### src/shared/actb_pkg.sv
`default_nettype none
package actb_pkg;

	// ----------------------------------------------------------------
	// Register indices, byte address is four times the index
	// ----------------------------------------------------------------
	localparam logic [9:0]  IDX_C1_OFS  = 10'h332;
	localparam logic [9:0]  IDX_C2A_OFS = 10'h334;
	localparam logic [9:0]  IDX_C2B_OFS = 10'h336;
	localparam logic [9:0]  IDX_C3C_OFS = 10'h338;
	localparam logic [9:0]  IDX_C3D_OFS = 10'h33a;
	localparam logic [9:0]  IDX_C4_OFS  = 10'h33c;
	localparam logic [9:0]  IDX_C5_OFS  = 10'h33e;
	localparam logic [9:0]  IDX_G0_GAIN = 10'h360;
	localparam logic [9:0]  IDX_G1_GAIN = 10'h361;

	// ----------------------------------------------------------------
	// Storage slots, fuse words use the same numbering
	// ----------------------------------------------------------------
	localparam int          NUM_SLOTS   = 9;
	localparam logic [3:0]  SLOT_C1     = 4'h0;
	localparam logic [3:0]  SLOT_C2A    = 4'h1;
	localparam logic [3:0]  SLOT_C2B    = 4'h2;
	localparam logic [3:0]  SLOT_C3C    = 4'h3;
	localparam logic [3:0]  SLOT_C3D    = 4'h4;
	localparam logic [3:0]  SLOT_C4     = 4'h5;
	localparam logic [3:0]  SLOT_C5     = 4'h6;
	localparam logic [3:0]  SLOT_G0     = 4'h7;
	localparam logic [3:0]  SLOT_G1     = 4'h8;
	localparam logic [3:0]  SLOT_LAST   = 4'h8;

	// ----------------------------------------------------------------
	// Field layout and reset values
	// ----------------------------------------------------------------
	localparam int          OFS_MSB     = 11;
	localparam int          GAIN_MSB    = 4;
	localparam logic [15:0] TRIM_RST    = 16'h0000;
	localparam logic [31:0] RDATA_RST   = 32'h0000_0000;

	typedef logic [11:0] actb_ofs_t;
	typedef logic [4:0]  actb_gain_t;
	typedef logic [15:0] actb_word_t;

	typedef enum logic [1:0] {
		LD_REQ,
		LD_WAIT,
		LD_TAKE,
		LD_DONE
	} actb_ld_state_t;

	// Address decode: bit 4 is the hit flag, bits 3:0 the slot
	function automatic logic [4:0] actb_decode(input logic [11:0] addr);
		logic [4:0] r;
		r = 5'h00;
		if (addr[1:0] == 2'h0) begin
			unique case (addr[11:2])
				IDX_C1_OFS:  r = {1'b1, SLOT_C1};
				IDX_C2A_OFS: r = {1'b1, SLOT_C2A};
				IDX_C2B_OFS: r = {1'b1, SLOT_C2B};
				IDX_C3C_OFS: r = {1'b1, SLOT_C3C};
				IDX_C3D_OFS: r = {1'b1, SLOT_C3D};
				IDX_C4_OFS:  r = {1'b1, SLOT_C4};
				IDX_C5_OFS:  r = {1'b1, SLOT_C5};
				IDX_G0_GAIN: r = {1'b1, SLOT_G0};
				IDX_G1_GAIN: r = {1'b1, SLOT_G1};
				default:     r = 5'h00;
			endcase
		end
		return r;
	endfunction

endpackage
`default_nettype wire

### src/shared/actb_fuse_if.sv
`timescale 1ns/1ps
`default_nettype none
// Fuse words travelling from the loader into the trim storage
interface actb_fuse_if;
	logic        load_vld;
	logic [3:0]  load_slot;
	logic [15:0] load_data;
	logic        busy;
	modport loader (output load_vld, output load_slot, output load_data, output busy);
	modport bank   (input load_vld, input load_slot, input load_data, input busy);
endinterface
`default_nettype wire

### src/core/actb_fuse_loader.sv
`timescale 1ns/1ps
`default_nettype none
module actb_fuse_loader (
	input  wire logic        i_clk_sys,
	input  wire logic        i_sys_rst,
	input  wire logic [15:0] i_fuse_data,
	output logic      [3:0]  o_fuse_addr,
	output logic             o_fuse_rd,
	actb_fuse_if.loader      f
);
	import actb_pkg::*;

	actb_ld_state_t state_q, state_d;
	logic [3:0]     slot_q, slot_d;
	logic [3:0]     addr_q, addr_d;
	logic           rd_q, rd_d;

	// ----------------------------------------------------------------
	// Walk every fuse word once after reset
	// ----------------------------------------------------------------
	// Next state: request, wait one cycle for the fuse, then take it
	always_comb begin
		state_d = state_q;
		slot_d  = slot_q;
		addr_d  = addr_q;
		rd_d    = 1'b0;
		unique case (state_q)
			LD_REQ: begin
				rd_d    = 1'b1;
				addr_d  = slot_q;
				state_d = LD_WAIT;
			end
			LD_WAIT: begin
				state_d = LD_TAKE;
			end
			LD_TAKE: begin
				if (slot_q == SLOT_LAST) begin
					state_d = LD_DONE;
				end else begin
					slot_d  = slot_q + 4'h1;
					state_d = LD_REQ;
				end
			end
			LD_DONE: begin
				state_d = LD_DONE;
			end
		endcase
	end

	// Registers only
	always_ff @(posedge i_clk_sys or posedge i_sys_rst) begin
		if (i_sys_rst) begin
			state_q <= LD_REQ;
			slot_q  <= 4'h0;
			addr_q  <= 4'h0;
			rd_q    <= 1'b0;
		end else begin
			state_q <= state_d;
			slot_q  <= slot_d;
			addr_q  <= addr_d;
			rd_q    <= rd_d;
		end
	end

	// Fuse data is valid in the take cycle, passed straight on
	assign f.load_vld  = (state_q == LD_TAKE);
	assign f.load_slot = slot_q;
	assign f.load_data = i_fuse_data;
	assign f.busy      = (state_q != LD_DONE);
	assign o_fuse_addr = addr_q;
	assign o_fuse_rd   = rd_q;

endmodule
`default_nettype wire

### src/core/actb_input_sel.sv
`timescale 1ns/1ps
`default_nettype none
module actb_input_sel (
	input  wire logic               i_clk_sys,
	input  wire logic               i_sys_rst,
	input  wire actb_pkg::actb_ofs_t i_ofs_a,
	input  wire actb_pkg::actb_ofs_t i_ofs_b,
	input  wire actb_pkg::actb_ofs_t i_ofs_c,
	input  wire actb_pkg::actb_ofs_t i_ofs_d,
	input  wire logic               i_core2_sel_b,
	input  wire logic               i_core3_sel_d,
	output actb_pkg::actb_ofs_t     o_core2_ofs,
	output actb_pkg::actb_ofs_t     o_core3_ofs
);
	import actb_pkg::*;

	actb_ofs_t c2_q, c2_d;
	actb_ofs_t c3_q, c3_d;

	// ----------------------------------------------------------------
	// Per-input offset follows the input being sampled
	// ----------------------------------------------------------------
	// (RULE2) core 2 input pick
	// (RULE3) core 3 input pick
	always_comb begin
		c2_d = i_core2_sel_b ? i_ofs_b : i_ofs_a;
		c3_d = i_core3_sel_d ? i_ofs_d : i_ofs_c;
	end

	// Registered so the applied value never glitches on a switch
	always_ff @(posedge i_clk_sys or posedge i_sys_rst) begin
		if (i_sys_rst) begin
			c2_q <= 12'h000;
			c3_q <= 12'h000;
		end else begin
			c2_q <= c2_d;
			c3_q <= c3_d;
		end
	end

	assign o_core2_ofs = c2_q;
	assign o_core3_ofs = c3_q;

endmodule
`default_nettype wire

### src/core/actb_trim_bank.sv
// How it works
// (RULE1) Core 1 uses its offset bits 11:0
// (RULE2) Core 2 offset follows input A or B
// (RULE3) Core 3 offset follows input C or D
// (RULE4) Core 4 uses its stored offset
// (RULE5) Core 5 uses its stored offset
// (RULE6) Core 0 gain is bits 4:0
// (RULE7) Core 1 gain has its own register
// (RULE8) Software writes zero to reserved bits
// (RULE9) Values load from fuse storage after reset
// (RULE10) Offset values are unsigned
// (RULE11) Software avoids offsets during offset calibration
// (RULE12) Reads return last write or fuse value
`timescale 1ns/1ps
`default_nettype none
module actb_trim_bank (
	input  wire logic                i_clk_sys,
	input  wire logic                i_sys_rst,
	input  wire logic                i_psel,
	input  wire logic                i_penable,
	input  wire logic                i_pwrite,
	input  wire logic [11:0]         i_paddr,
	input  wire logic [31:0]         i_pwdata,
	output logic      [31:0]         o_prdata,
	output logic                     o_pready,
	output logic                     o_pslverr,
	input  wire logic [15:0]         i_fuse_data,
	output logic      [3:0]          o_fuse_addr,
	output logic                     o_fuse_rd,
	input  wire logic                i_core2_sel_b,
	input  wire logic                i_core3_sel_d,
	output actb_pkg::actb_ofs_t      o_core1_offset_value,
	output actb_pkg::actb_ofs_t      o_core2_offset_value,
	output actb_pkg::actb_ofs_t      o_core3_offset_value,
	output actb_pkg::actb_ofs_t      o_core4_offset_value,
	output actb_pkg::actb_ofs_t      o_core5_offset_value,
	output actb_pkg::actb_gain_t     o_core0_fine_gain_value,
	output actb_pkg::actb_gain_t     o_core1_fine_gain_value,
	output logic                     o_load_busy
);
	import actb_pkg::*;

	actb_fuse_if f ();

	// ----------------------------------------------------------------
	// Fuse loader and input selection
	// ----------------------------------------------------------------
	// Loader owns the bank until every fuse word has landed
	actb_fuse_loader actb_fuse_loader_i (
		.i_clk_sys   (i_clk_sys),
		.i_sys_rst   (i_sys_rst),
		.i_fuse_data (i_fuse_data),
		.o_fuse_addr (o_fuse_addr),
		.o_fuse_rd   (o_fuse_rd),
		.f           (f.loader)
	);

	actb_word_t trim_q [NUM_SLOTS];
	actb_word_t trim_d [NUM_SLOTS];

	// Cores 2 and 3 pick their stored offset by the sampled input
	actb_input_sel actb_input_sel_i (
		.i_clk_sys     (i_clk_sys),
		.i_sys_rst     (i_sys_rst),
		.i_ofs_a       (trim_q[SLOT_C2A][OFS_MSB:0]),
		.i_ofs_b       (trim_q[SLOT_C2B][OFS_MSB:0]),
		.i_ofs_c       (trim_q[SLOT_C3C][OFS_MSB:0]),
		.i_ofs_d       (trim_q[SLOT_C3D][OFS_MSB:0]),
		.i_core2_sel_b (i_core2_sel_b),
		.i_core3_sel_d (i_core3_sel_d),
		.o_core2_ofs   (o_core2_offset_value),
		.o_core3_ofs   (o_core3_offset_value)
	);

	// ----------------------------------------------------------------
	// APB slave
	// ----------------------------------------------------------------
	logic [4:0]  dec;
	logic        hit;
	logic [3:0]  slot;
	logic        acc;
	logic        wr_take;
	logic        pready_q, pready_d;
	logic        pslverr_q, pslverr_d;
	logic [31:0] prdata_q, prdata_d;
	logic        busy_q, busy_d;

	// Decode and the cycle in which a write lands
	always_comb begin
		dec     = actb_decode(i_paddr);
		hit     = dec[4];
		slot    = dec[3:0];
		acc     = i_psel && i_penable;
		wr_take = acc && pready_q && i_pwrite && hit;
	end

	// One wait state; stalled while fuse words are still loading
	always_comb begin
		pready_d  = 1'b0;
		pslverr_d = 1'b0;
		prdata_d  = RDATA_RST;
		busy_d    = f.busy;
		if (acc && !pready_q && !f.busy) begin
			pready_d  = 1'b1;
			pslverr_d = !hit;
			// (RULE12) read back stored word
			if (!i_pwrite && hit) begin
				prdata_d = {16'h0000, trim_q[slot]};
			end
		end
	end

	always_ff @(posedge i_clk_sys or posedge i_sys_rst) begin
		if (i_sys_rst) begin
			pready_q  <= 1'b0;
			pslverr_q <= 1'b0;
			prdata_q  <= RDATA_RST;
			busy_q    <= 1'b1;
		end else begin
			pready_q  <= pready_d;
			pslverr_q <= pslverr_d;
			prdata_q  <= prdata_d;
			busy_q    <= busy_d;
		end
	end

	assign o_pready    = pready_q;
	assign o_pslverr   = pslverr_q;
	assign o_prdata    = prdata_q;
	assign o_load_busy = busy_q;

	// ----------------------------------------------------------------
	// Trim storage
	// ----------------------------------------------------------------
	// Gain slots hold one byte whichever side writes them
	function automatic logic gain_slot(input logic [3:0] s);
		return (s == SLOT_G0) || (s == SLOT_G1);
	endfunction

	// Fuse load has priority; software cannot reach the bank then anyway
	always_comb begin
		for (int i = 0; i < NUM_SLOTS; i++) begin
			trim_d[i] = trim_q[i];
		end
		// (RULE9) fuse word into its slot
		if (f.load_vld) begin
			// Gain slots keep one byte from the fuses too
			if (gain_slot(f.load_slot)) begin
				trim_d[f.load_slot] = {8'h00, f.load_data[7:0]};
			end else begin
				trim_d[f.load_slot] = f.load_data;
			end
		end else if (wr_take) begin
			// (RULE7) gain registers keep one byte
			if (gain_slot(slot)) begin
				trim_d[slot] = {8'h00, i_pwdata[7:0]};
			end else begin
				// (RULE8) reserved bits stored as written
				trim_d[slot] = i_pwdata[15:0];
			end
		end
	end

	// Offset slots keep reserved bits 15:12 so a read returns what was written; gain slots keep bits 7:0 only
	generate
		for (genvar g = 0; g < NUM_SLOTS; g++) begin : g_trim
			always_ff @(posedge i_clk_sys or posedge i_sys_rst) begin
				if (i_sys_rst) begin
					trim_q[g] <= TRIM_RST;
				end else begin
					trim_q[g] <= trim_d[g];
				end
			end
		end
	endgenerate

	// ----------------------------------------------------------------
	// Applied correction values
	// ----------------------------------------------------------------
	actb_ofs_t  c1_q, c1_d;
	actb_ofs_t  c4_q, c4_d;
	actb_ofs_t  c5_q, c5_d;
	actb_gain_t g0_q, g0_d;
	actb_gain_t g1_q, g1_d;

	// Offsets leave as plain unsigned fields, no sign extension
	always_comb begin
		// (RULE1) core 1 offset field
		c1_d = trim_q[SLOT_C1][OFS_MSB:0];
		// (RULE4) core 4 offset field
		c4_d = trim_q[SLOT_C4][OFS_MSB:0];
		// (RULE5) core 5 offset field
		c5_d = trim_q[SLOT_C5][OFS_MSB:0];
		// (RULE6) core 0 gain field
		g0_d = trim_q[SLOT_G0][GAIN_MSB:0];
		// (RULE7) core 1 gain field
		g1_d = trim_q[SLOT_G1][GAIN_MSB:0];
	end

	always_ff @(posedge i_clk_sys or posedge i_sys_rst) begin
		if (i_sys_rst) begin
			c1_q <= 12'h000;
			c4_q <= 12'h000;
			c5_q <= 12'h000;
			g0_q <= 5'h00;
			g1_q <= 5'h00;
		end else begin
			c1_q <= c1_d;
			c4_q <= c4_d;
			c5_q <= c5_d;
			g0_q <= g0_d;
			g1_q <= g1_d;
		end
	end

	// (RULE10) unsigned field straight out
	assign o_core1_offset_value    = c1_q;
	assign o_core4_offset_value    = c4_q;
	assign o_core5_offset_value    = c5_q;
	assign o_core0_fine_gain_value = g0_q;
	assign o_core1_fine_gain_value = g1_q;
endmodule
`default_nettype wire

### config.mk
export PLATFORM = sky130hd
export DESIGN_NAME = actb_trim_bank
export DESIGN_NICKNAME = d
export VERILOG_FILES = /design/src/shared/actb_pkg.sv /design/src/shared/actb_fuse_if.sv /design/src/core/actb_fuse_loader.sv /design/src/core/actb_input_sel.sv /design/src/core/actb_trim_bank.sv
export SDC_FILE = /design/constraint.sdc
export NUM_CORES = 1
export LEC_CHECK = 0
export ABC_AREA = 1
export BUFFER_PORTS_ARGS = -buffer_cell sky130_fd_sc_hd__buf_2
export CAP_MARGIN = 15
export CORE_MARGIN = 2
export CORE_UTILIZATION = 50
export DETAILED_ROUTE_END_ITERATION = 8
export PLACE_DENSITY = 0.71
export SYNTH_ARGS = -nofsm -noshare
export SYNTH_HDL_FRONTEND = slang
export SYNTH_SLANG_ARGS = --single-unit
### constraint.sdc
create_clock -name i_clk_sys -period 9.7 [get_ports i_clk_sys]
set_clock_uncertainty 0.1 [all_clocks]
set_input_delay 1.94 -clock i_clk_sys [delete_from_list [all_inputs] [get_ports i_clk_sys]]
set_output_delay 1.94 -clock i_clk_sys [all_outputs]
set_load 0.01 [all_outputs]
# == Word level (Yosys, flattened, before mapping) ==
# Cells that the tools add are included.
# word_totals
ff_bits,260
elab_cells,94
# op_classes
n_addsub,1
n_mux,26
n_lt_le_gt_ge,4
reduce_logical,19
bitwise_logic,3
n_eq_ne,17
# op_table
operator,n
$bwmux 144,4
$mux 144,4
$demux 16 s4,2
$mux 16,6
$eq 10x10->1 const B,9
$bmux 16 s4,1
$pmux 5 s9,1
$mux 12,2
$ge 5x5->1 const B,2
$lt 5x1->1 const B,2
$not 4->5,2
$logic_and 1x1->1,9
$eq 4x3->1 const B,2
$eq 4x4->1 const B,2
$pmux 2 s4,1
$mux 5,1
$add 4x1->4 const B,1
$eq 2x2->1 const B,2
$logic_not 1->1,4
$logic_not 2->1,2
$mux 1,3
$eq 2x1->1 const B,1
$logic_or 1x1->1,2
$mux 2,1
other kinds (4),4

# == Logic depth before layout (Yosys ltp) ==
# Gate-level depths: netlist of run 1.
# logic_depth
ltp_word,12
ltp_mapped,15
depth_no_buf,14

# == By module ==
# Synthesis of run 1 repeated with hierarchy kept, for this count alone.
# hier_totals
cells_unflattened,1662
area_unflattened_um2,12597.1
# by_module_without_submodules
mod,instances,cells_each,area_each_um2,seq_area_each_um2
actb_trim_bank,1,1490,11078.1,5231.3
actb_input_sel,1,103,919.6,600.6
actb_fuse_loader,1,69,599.3,275.3

# == Least setup slack after synthesis of run 1 ==
# OpenSTA, ideal clock, no wires.
# synth_path
path_type,input-to-reg
startpoint,input port i_paddr[10]
endpoint,"register trim_q, in the netlist c5_d[0]"
arrival_time_ns,3.481
required_ns,9.484
stages,13
setup_time_ns,0.116
path_buffers,2
slack_ns,6.003
path_cell_list,nand2_1 -> nor2_1 -> nand3_2 -> nand3_4 -> nand2_4 -> nand2_4 -> buf_6 -> nand4_4 -> o22ai_4 -> inv_2 -> buf_6 -> nand2_1 -> nand2_1
# synth_via
elab_chain_len,12
elab_cells_between_ends,27
classes_between,order compare: 2; eq/ne: 11; mux: 9; bitwise: 1; reduce/logical: 4
# synth_rtl
item,line,rtl
from (decl),actb_trim_bank.sv:22,"input wire logic [11:0] i_paddr,"
$eq 10x10->1,actb_pkg.sv:56,unique case (addr[11:2])
$pmux 5 s9 (*),actb_pkg.sv:56,
$mux 5 (*),actb_pkg.sv:55,if (addr[1:0] == 2'h0) begin
$not 4->5 (implied by the code),"actb_trim_bank.sv:156, actb_trim_bank.sv:159",
$ge 5x5->1 (implied by the code) / $lt 5x1->1 (equally long branches),"actb_trim_bank.sv:156, actb_trim_bank.sv:159",
$logic_and 1x1->1 (implied by the code),"actb_trim_bank.sv:156, actb_trim_bank.sv:159",
$mux 16 (implied by the code),"actb_trim_bank.sv:156, actb_trim_bank.sv:159",
$demux 16 s4,"actb_trim_bank.sv:156, actb_trim_bank.sv:159",
$bwmux 144 (on tied branches),"actb_trim_bank.sv:159, actb_trim_bank.sv:156",
$mux 144,actb_trim_bank.sv:155,if (gain_slot(slot)) begin
$mux 144,actb_trim_bank.sv:153,end else if (wr_take) begin
$mux 144,actb_trim_bank.sv:146,if (f.load_vld) begin
"to (signal, indexed assignment)",actb_trim_bank.sv:171,trim_q[g] <= trim_d[g];
to (decl),actb_trim_bank.sv:58,actb_word_t trim_q [NUM_SLOTS];
# Every way passes the cells marked *; elsewhere a longest branch is shown, timed or not. The select of a mux whose other input is x is not followed.
# A chain may end at the register's enable or synchronous reset.

# == Worst setup path in the final report of run 1 ==
# layout_path
startpoint,input port i_paddr[2]
endpoint,"register trim_q, in the netlist g0_d[0]"
# The elaborated chain is that of the path after synthesis.

==> results of run 1 <==
-- per-layer routing --
metal / vias to the layer above / GRT usage (%) / wire length (um)
li1: 5108 / - / -
met1: 5078 / 41.3 / 15600
met2: 559 / 47.2 / 17200
met3: 111 / 5.12 / 3180
met4: 0 / 14.5 / 1980
met5: - / 0 / 0
-- area by class of cell --
cell class | instances | area, um^2 | area share, %
timing repair buffer | 159 | 841 | 6.15
multi-input combinational | 1030 | 4700 | 34.4
clock inverter | 12 | 188 | 1.37
sequential | 244 | 6110 | 44.6
inverter | 201 | 762 | 5.57
tap | 319 | 399 | 2.92
clock buffer | 32 | 682 | 4.99
-- how the worst max path moves through the flow --
stage / start / to / slack (ns) / cells after the start
4_1_cts: i_paddr[2] / trim_q[22] / 4.48 / 11
3_3_place_gp: i_paddr[2] / g0_d[4] / 3.99 / 11
3_5_place_dp: i_paddr[2] / trim_q[22] / 3.95 / 11
2_1_floorplan: i_sys_rst / actb_fuse_loader_i.f.load_slot[0] / 0.96 / 1
6_report: i_paddr[2] / g0_d[0] / 4.40 / 12
5_1_grt: i_paddr[2] / g0_d[4] / 4.15 / 11
-- worst register-to-register path: stages (launching register included) --
cell and delay (ns):
dfrtp_1 0.42, nor2_1 0.12, buf_4 0.24, inv_1 0.47, nor2_1 0.81, nand3_1 0.45, inv_1 0.32, nand2_1 0.08
o21ai_0 0.10, nand2_1 0.08, o21ai_1 0.12
-- stage by stage --
stage,total power [mW],std cells,setup WS [ns]
detailed placement,1.25,1952,3.95
finish,2.26,1997,4.40
CTS,2.27,1996,4.48
global placement,1.24,1952,3.99
global route,2.34,1997,4.15
floorplan,1.19,1556,0.960
-- where the power goes --
group	switching (mW)	leakage, nW	internal [mW]	total, mW
registers	0.0213	2.93	1.06	1.08
logic	0.0991	3.46	0.0451	0.144
clock network	0.407	0.429	0.627	1.03
-- logic make-up (layout without fill, tap and decap cells) --
family                   count (synthesis)  after routing  synth area share (%)
AO/OA/AOI/OAI                          302            302                  13.8
XOR/XNOR                                 3              3                 0.220
AND/OR/NAND/NOR                        705            705                  24.4
other                                    1             16                0.0314
buffers and inverters                  282            404                  10.0
adder cells (fa/ha/maj)                  4              4                 0.419
flip-flops                             244            244                  51.1
-- cells in the final DEF, fill, tap and decap left out, types with 5 or more instances in the layout --
cell type    n
nand2_1    488
dfrtp_1    243
inv_1      183
buf_2      144
o21ai_0    134
nor2_1     107
a21oi_1     60
o22ai_1     56
nand3_1     45
o21ai_1     40
nand4_1     25
clkbuf_16   25
conb_1      16
nor3_1      15
buf_4       14
inv_2       11
nand2_2      6
clkinv_1     6
clkinv_2     6
o21ai_2      5
bufinv_16    5
==> impl_metrics.tcl, run 1 <==
set metrics [dict create \
    cts.sinks 244 \
    cpMostUsedCell "nand2_1" \
    start_kind "input pin" \
    cp.arrival_ns 5.65 \
    overflow 0 \
    clkLatencyLatePin_ns 0.53 \
    slowest_delay_ns 0.93 \
    max_slew_margin_pct 23.7 \
    cts_setup_buffers 0 \
    top_register "trim_q" \
    grt_pass1_vias 9998 \
    die_x_um 159 \
    cts_tree "yes" \
    final_area_um2 13700 \
    power_density_nw_per_um2 165 \
    hold_end "o_core1_offset_value[3]" \
    largest_reg_flops 98 \
    placed_area_um2 12800 \
    crit_chain "buf_2 -> inv_2 -> nand2_1 -> nor2_1 -> nand3_2 -> nand3_4 -> nand2_4 -> a21boi_4 -> nand2_1 -> o21ai_2 -> nand2_1 -> o21ai_1" \
    place.gp.congestion 0.951 \
    fmax_ghz 0.189 \
    ys_async_sr_fraction_pct 100 \
    yosys_register_bits 244 \
    cts_hold_buf 0 \
    ys_warn_count 0 \
    cts_made_buffers 25 \
    synth_edf_count 0 \
    wire_per_inst_um 19.0 \
    finalSetupViolCount 0 \
    min_period_ns 5.30 \
    crit_buf_inv 2 \
    num_vias 10856 \
    fp.coreArea_um2 23500 \
    grtUsageTotal_pct 30.3 \
    ys.flop_type "dfrtp_1" \
    crit_family "simple AND/OR/NAND/NOR gates" \
    antenna_found_initial 0 \
    reg2reg_from "actb_fuse_loader_i.state_q[0]" \
    rrSetupSlack_ns 6.30 \
    die-area_um2 25200 \
    holdPathStages 0 \
    drcViolationCount 0 \
    synth_area_leader_cell "dfrtp_1" \
    drtIter0Drc 1040 \
    initial_core_util_pct 50.9 \
    min_from "c1_d[3]" \
    period_share_pct 54.7 \
    synth_area_um2 12000 \
    antenna_cells 0 \
    synth_commonest_cells "nand2_1 (488), dfrtp_1 (243), inv_1 (184)" \
    syn_to_final_growth_pct 14.5 \
    rsz0062_at_grt "false" \
    clkTransAtPathRegs_ns 0.06 \
    critPathKind "in2reg" \
    syn_inst 1541 \
    worstRegToRegCells 10 \
    maxCapViolations 0 \
    drtPass1Iterations 6 \
    ant_nets 0 \
    setup_tns_ns 0 \
    rr_endpoint "c4_d[10]" \
    grt_max_degree 110 \
    drive_gt1_share_pct 14.4 \
    p_leak_nw 6.82 \
    hold_path_class "reg2reg" \
    fill_cells 2188 \
    tightest_slew_ns 1.14 \
    clock_path_buffers 3 \
    boundaryPins 177 \
    dpl.hpwl_mm 26.2 \
    synth_top_area_share_pct 50.9 \
    endpoint_kind "flop" \
    synthMostInstantiatedCell "nand2_1" \
    ir_drop_v 0.000103 \
    finalHoldViolations 0 \
    ys_seq_area_share_pct 51.1 \
    status "completed" \
    grt_pass1_wl_mm 57.0 \
    avgSynthCellArea_um2 7.75 \
    io_buffers 144 \
    totalWireLength_mm 38.0 \
    slew_violations 0 \
    required_ns 10.05 \
    utilization_pct 58.3 \
    h-tree-depth 1 \
    die_h_um 159 \
    root_buffer "clkbuf_16" \
    via_per_inst 5.44 \
    nNetsFinal 1732 \
    ys_top_cells_by_area "dfrtp_1 (51%), nand2_1 (15%), inv_1 (5.8%), o21ai_0 (5.6%), nor2_1 (3.4%)" \
    yosysUniqueCellTypes 37 \
    cp_slowest_cell "o21ai_2" \
    post_cts_resized 0 \
    path_max_fanout 53 \
    num_rows 56 \
    holdWs_ns 0.272 \
]
Note: power is estimated with default switching activity, not from simulation.
==> run 2: changes to the inputs <==
==> constraint.sdc (replaced) <==
create_clock -name i_clk_sys -period 5.4 [get_ports i_clk_sys]
set_clock_uncertainty 0.1 [all_clocks]
set_input_delay 1.08 -clock i_clk_sys [delete_from_list [all_inputs] [get_ports i_clk_sys]]
set_output_delay 1.08 -clock i_clk_sys [all_outputs]
set_load 0.01 [all_outputs]
==> impl_metrics.tcl, run 2 (synthesized netlist as in run 1, its figures left out) <==
set metrics [dict create \
    dpl.hpwl_mm 26.5 \
    cp.arrival_ns 4.00 \
    io_buffers 144 \
    num_rows 56 \
    fp.coreArea_um2 23500 \
    status "completed" \
    wire_per_inst_um 19.3 \
    holdWs_ns 0.279 \
    antenna_cells 0 \
    p_leak_nw 6.90 \
    period_share_pct 67.4 \
    cpMostUsedCell "nand2_2" \
    syn_to_final_growth_pct 15.7 \
    root_buffer "clkbuf_16" \
    crit_family "simple AND/OR/NAND/NOR gates" \
    cts_hold_buf 0 \
    clkTransAtPathRegs_ns 0.06 \
    p_int_mw 3.16 \
    critical_path_depth 13 \
    clkLatencyLatePin_ns 0.55 \
    via_per_inst 5.51 \
    die_h_um 159 \
    cp-endpoint "trim_q[118]" \
    setup_tns_ns 0 \
    finalHoldViolations 0 \
    max_slew_margin_pct 37.9 \
    slowest_delay_ns 0.50 \
    initial_core_util_pct 50.9 \
    cts.sinks 244 \
    die_x_um 159 \
    fmax_ghz 0.275 \
    drtIter0Drc 1127 \
    boundaryPins 177 \
    fill_cells 2217 \
    finalSetupViolCount 0 \
    rrSetupSlack_ns 2.31 \
    grt_pass1_vias 10374 \
    seqPwrFrac_pct 47.0 \
    top_register "trim_q" \
    cts_setup_buffers 0 \
    ir_drop_v 0.000198 \
    start_kind "input pin" \
    drive_gt1_share_pct 15.2 \
    overflow 0 \
    crit_chain "buf_2 -> nand2_1 -> inv_2 -> o211ai_1 -> nand2_2 -> nand2_2 -> nand2_2 -> inv_2 -> nand3_1 -> o21ai_1 -> buf_4 -> nand2_1 -> o21ai_0" \
    slew_violations 0 \
    worstRegToRegCells 9 \
    final_cell_mix "nand2_1 (488), dfrtp_1 (243), inv_1 (183), buf_2 (144), o21ai_0 (134)" \
    min_period_ns 3.64 \
    required_ns 5.76 \
    num_vias 11094 \
    drcViolationCount 0 \
    power_density_nw_per_um2 300 \
    h-tree-depth 1 \
    die-area_um2 25200 \
    post_cts_resized 0 \
    worstSetupStartpoint "i_paddr[4]" \
    grtUsageTotal_pct 31.3 \
    clock_power_share_pct 46.7 \
    reg2reg_from "actb_fuse_loader_i.f.load_slot[1]" \
    cp_slowest_cell "o21ai_1" \
    nNetsFinal 1744 \
    cts_tree "yes" \
    holdPathStages 0 \
    cts_made_buffers 26 \
    largest_reg_flops 98 \
    place.gp.congestion 0.978 \
    maxCapViolations 0 \
    antenna_found_initial 0 \
    utilization_pct 58.9 \
    path_max_fanout 18 \
    final_common_cell "nand2_1" \
    swShare_pct 23.7 \
    tightest_slew_ns 0.925 \
    endpoint_kind "flop" \
    crit_buf_inv 4 \
    comb_power_share_pct 6.3 \
    grt_pass1_wl_mm 58.7 \
    power.switching_mw 0.983 \
    grt_max_degree 130 \
    totalWireLength_mm 38.8 \
    critPathKind "in2reg" \
    rsz0062_at_grt "false" \
    hold_path_class "reg2reg" \
    rr_endpoint "trim_q[118]" \
    clock_path_buffers 3 \
    drtPass1Iterations 6 \
    ant_nets 0 \
]
[run 2: cell types whose count changed in the layout (fill, tap and decap cells not counted), moves of 2 or more]
cell	delta
buf_4	+11
clkinvlp_4	+3
clkbuf_16	+2
clkbuf_1	-2
clkbuf_8	+2
[run 2: power groups by stage]
stage               Sequential, mW  Clock (mW)  Combinational (mW)
detailed placement            1.98           0               0.261
global route                  1.95        2.04               0.296
global placement              1.98           0               0.258
CTS                           1.95        1.96               0.262
finish                        1.95        1.94               0.262
floorplan                     1.99           0               0.144
[run 2: metal layers]
layer / vias to the layer above / routed length (um) / global-route usage (%)
li1: 5149 / - / -
met1: 5235 / 15600 / 42.2
met2: 580 / 17500 / 48.5
met3: 130 / 3510 / 5.12
met4: 0 / 2250 / 16.7
met5: - / 0 / 0
[run 2: worst min-delay path by stage]
stage	from	to
floorplan	g0_d[0]	o_core0_fine_gain_value[0]
global placement	c1_d[11]	o_core1_offset_value[11]
detailed placement	c4_d[3]	o_core4_offset_value[3]
CTS	g0_d[4]	o_core0_fine_gain_value[4]
global route	c1_d[11]	o_core1_offset_value[11]
finish	c1_d[0]	o_core1_offset_value[0]
[run 2: layout make-up]
type	instances	area (um^2)	area share, %
Tap cell	319	399	2.89
Timing Repair Buffer	170	928	6.71
Inverter	201	758	5.48
Multi-Input combinational cell	1030	4700	34.0
Sequential cell	244	6110	44.2
Clock inverter	14	181	1.31
Clock buffer	34	752	5.44
[run 2: metrics by stage]
step,cells,cell area (um^2),setup slack [ns],power [mW]
3_5_place_dp,1964,12900,1.28,2.24
4_1_cts,2012,13800,1.84,4.16
2_1_floorplan,1556,12000,1.02,2.13
6_report,2012,13800,1.76,4.15
5_1_grt,2012,13800,1.57,4.29
3_3_place_gp,1964,12900,1.34,2.24
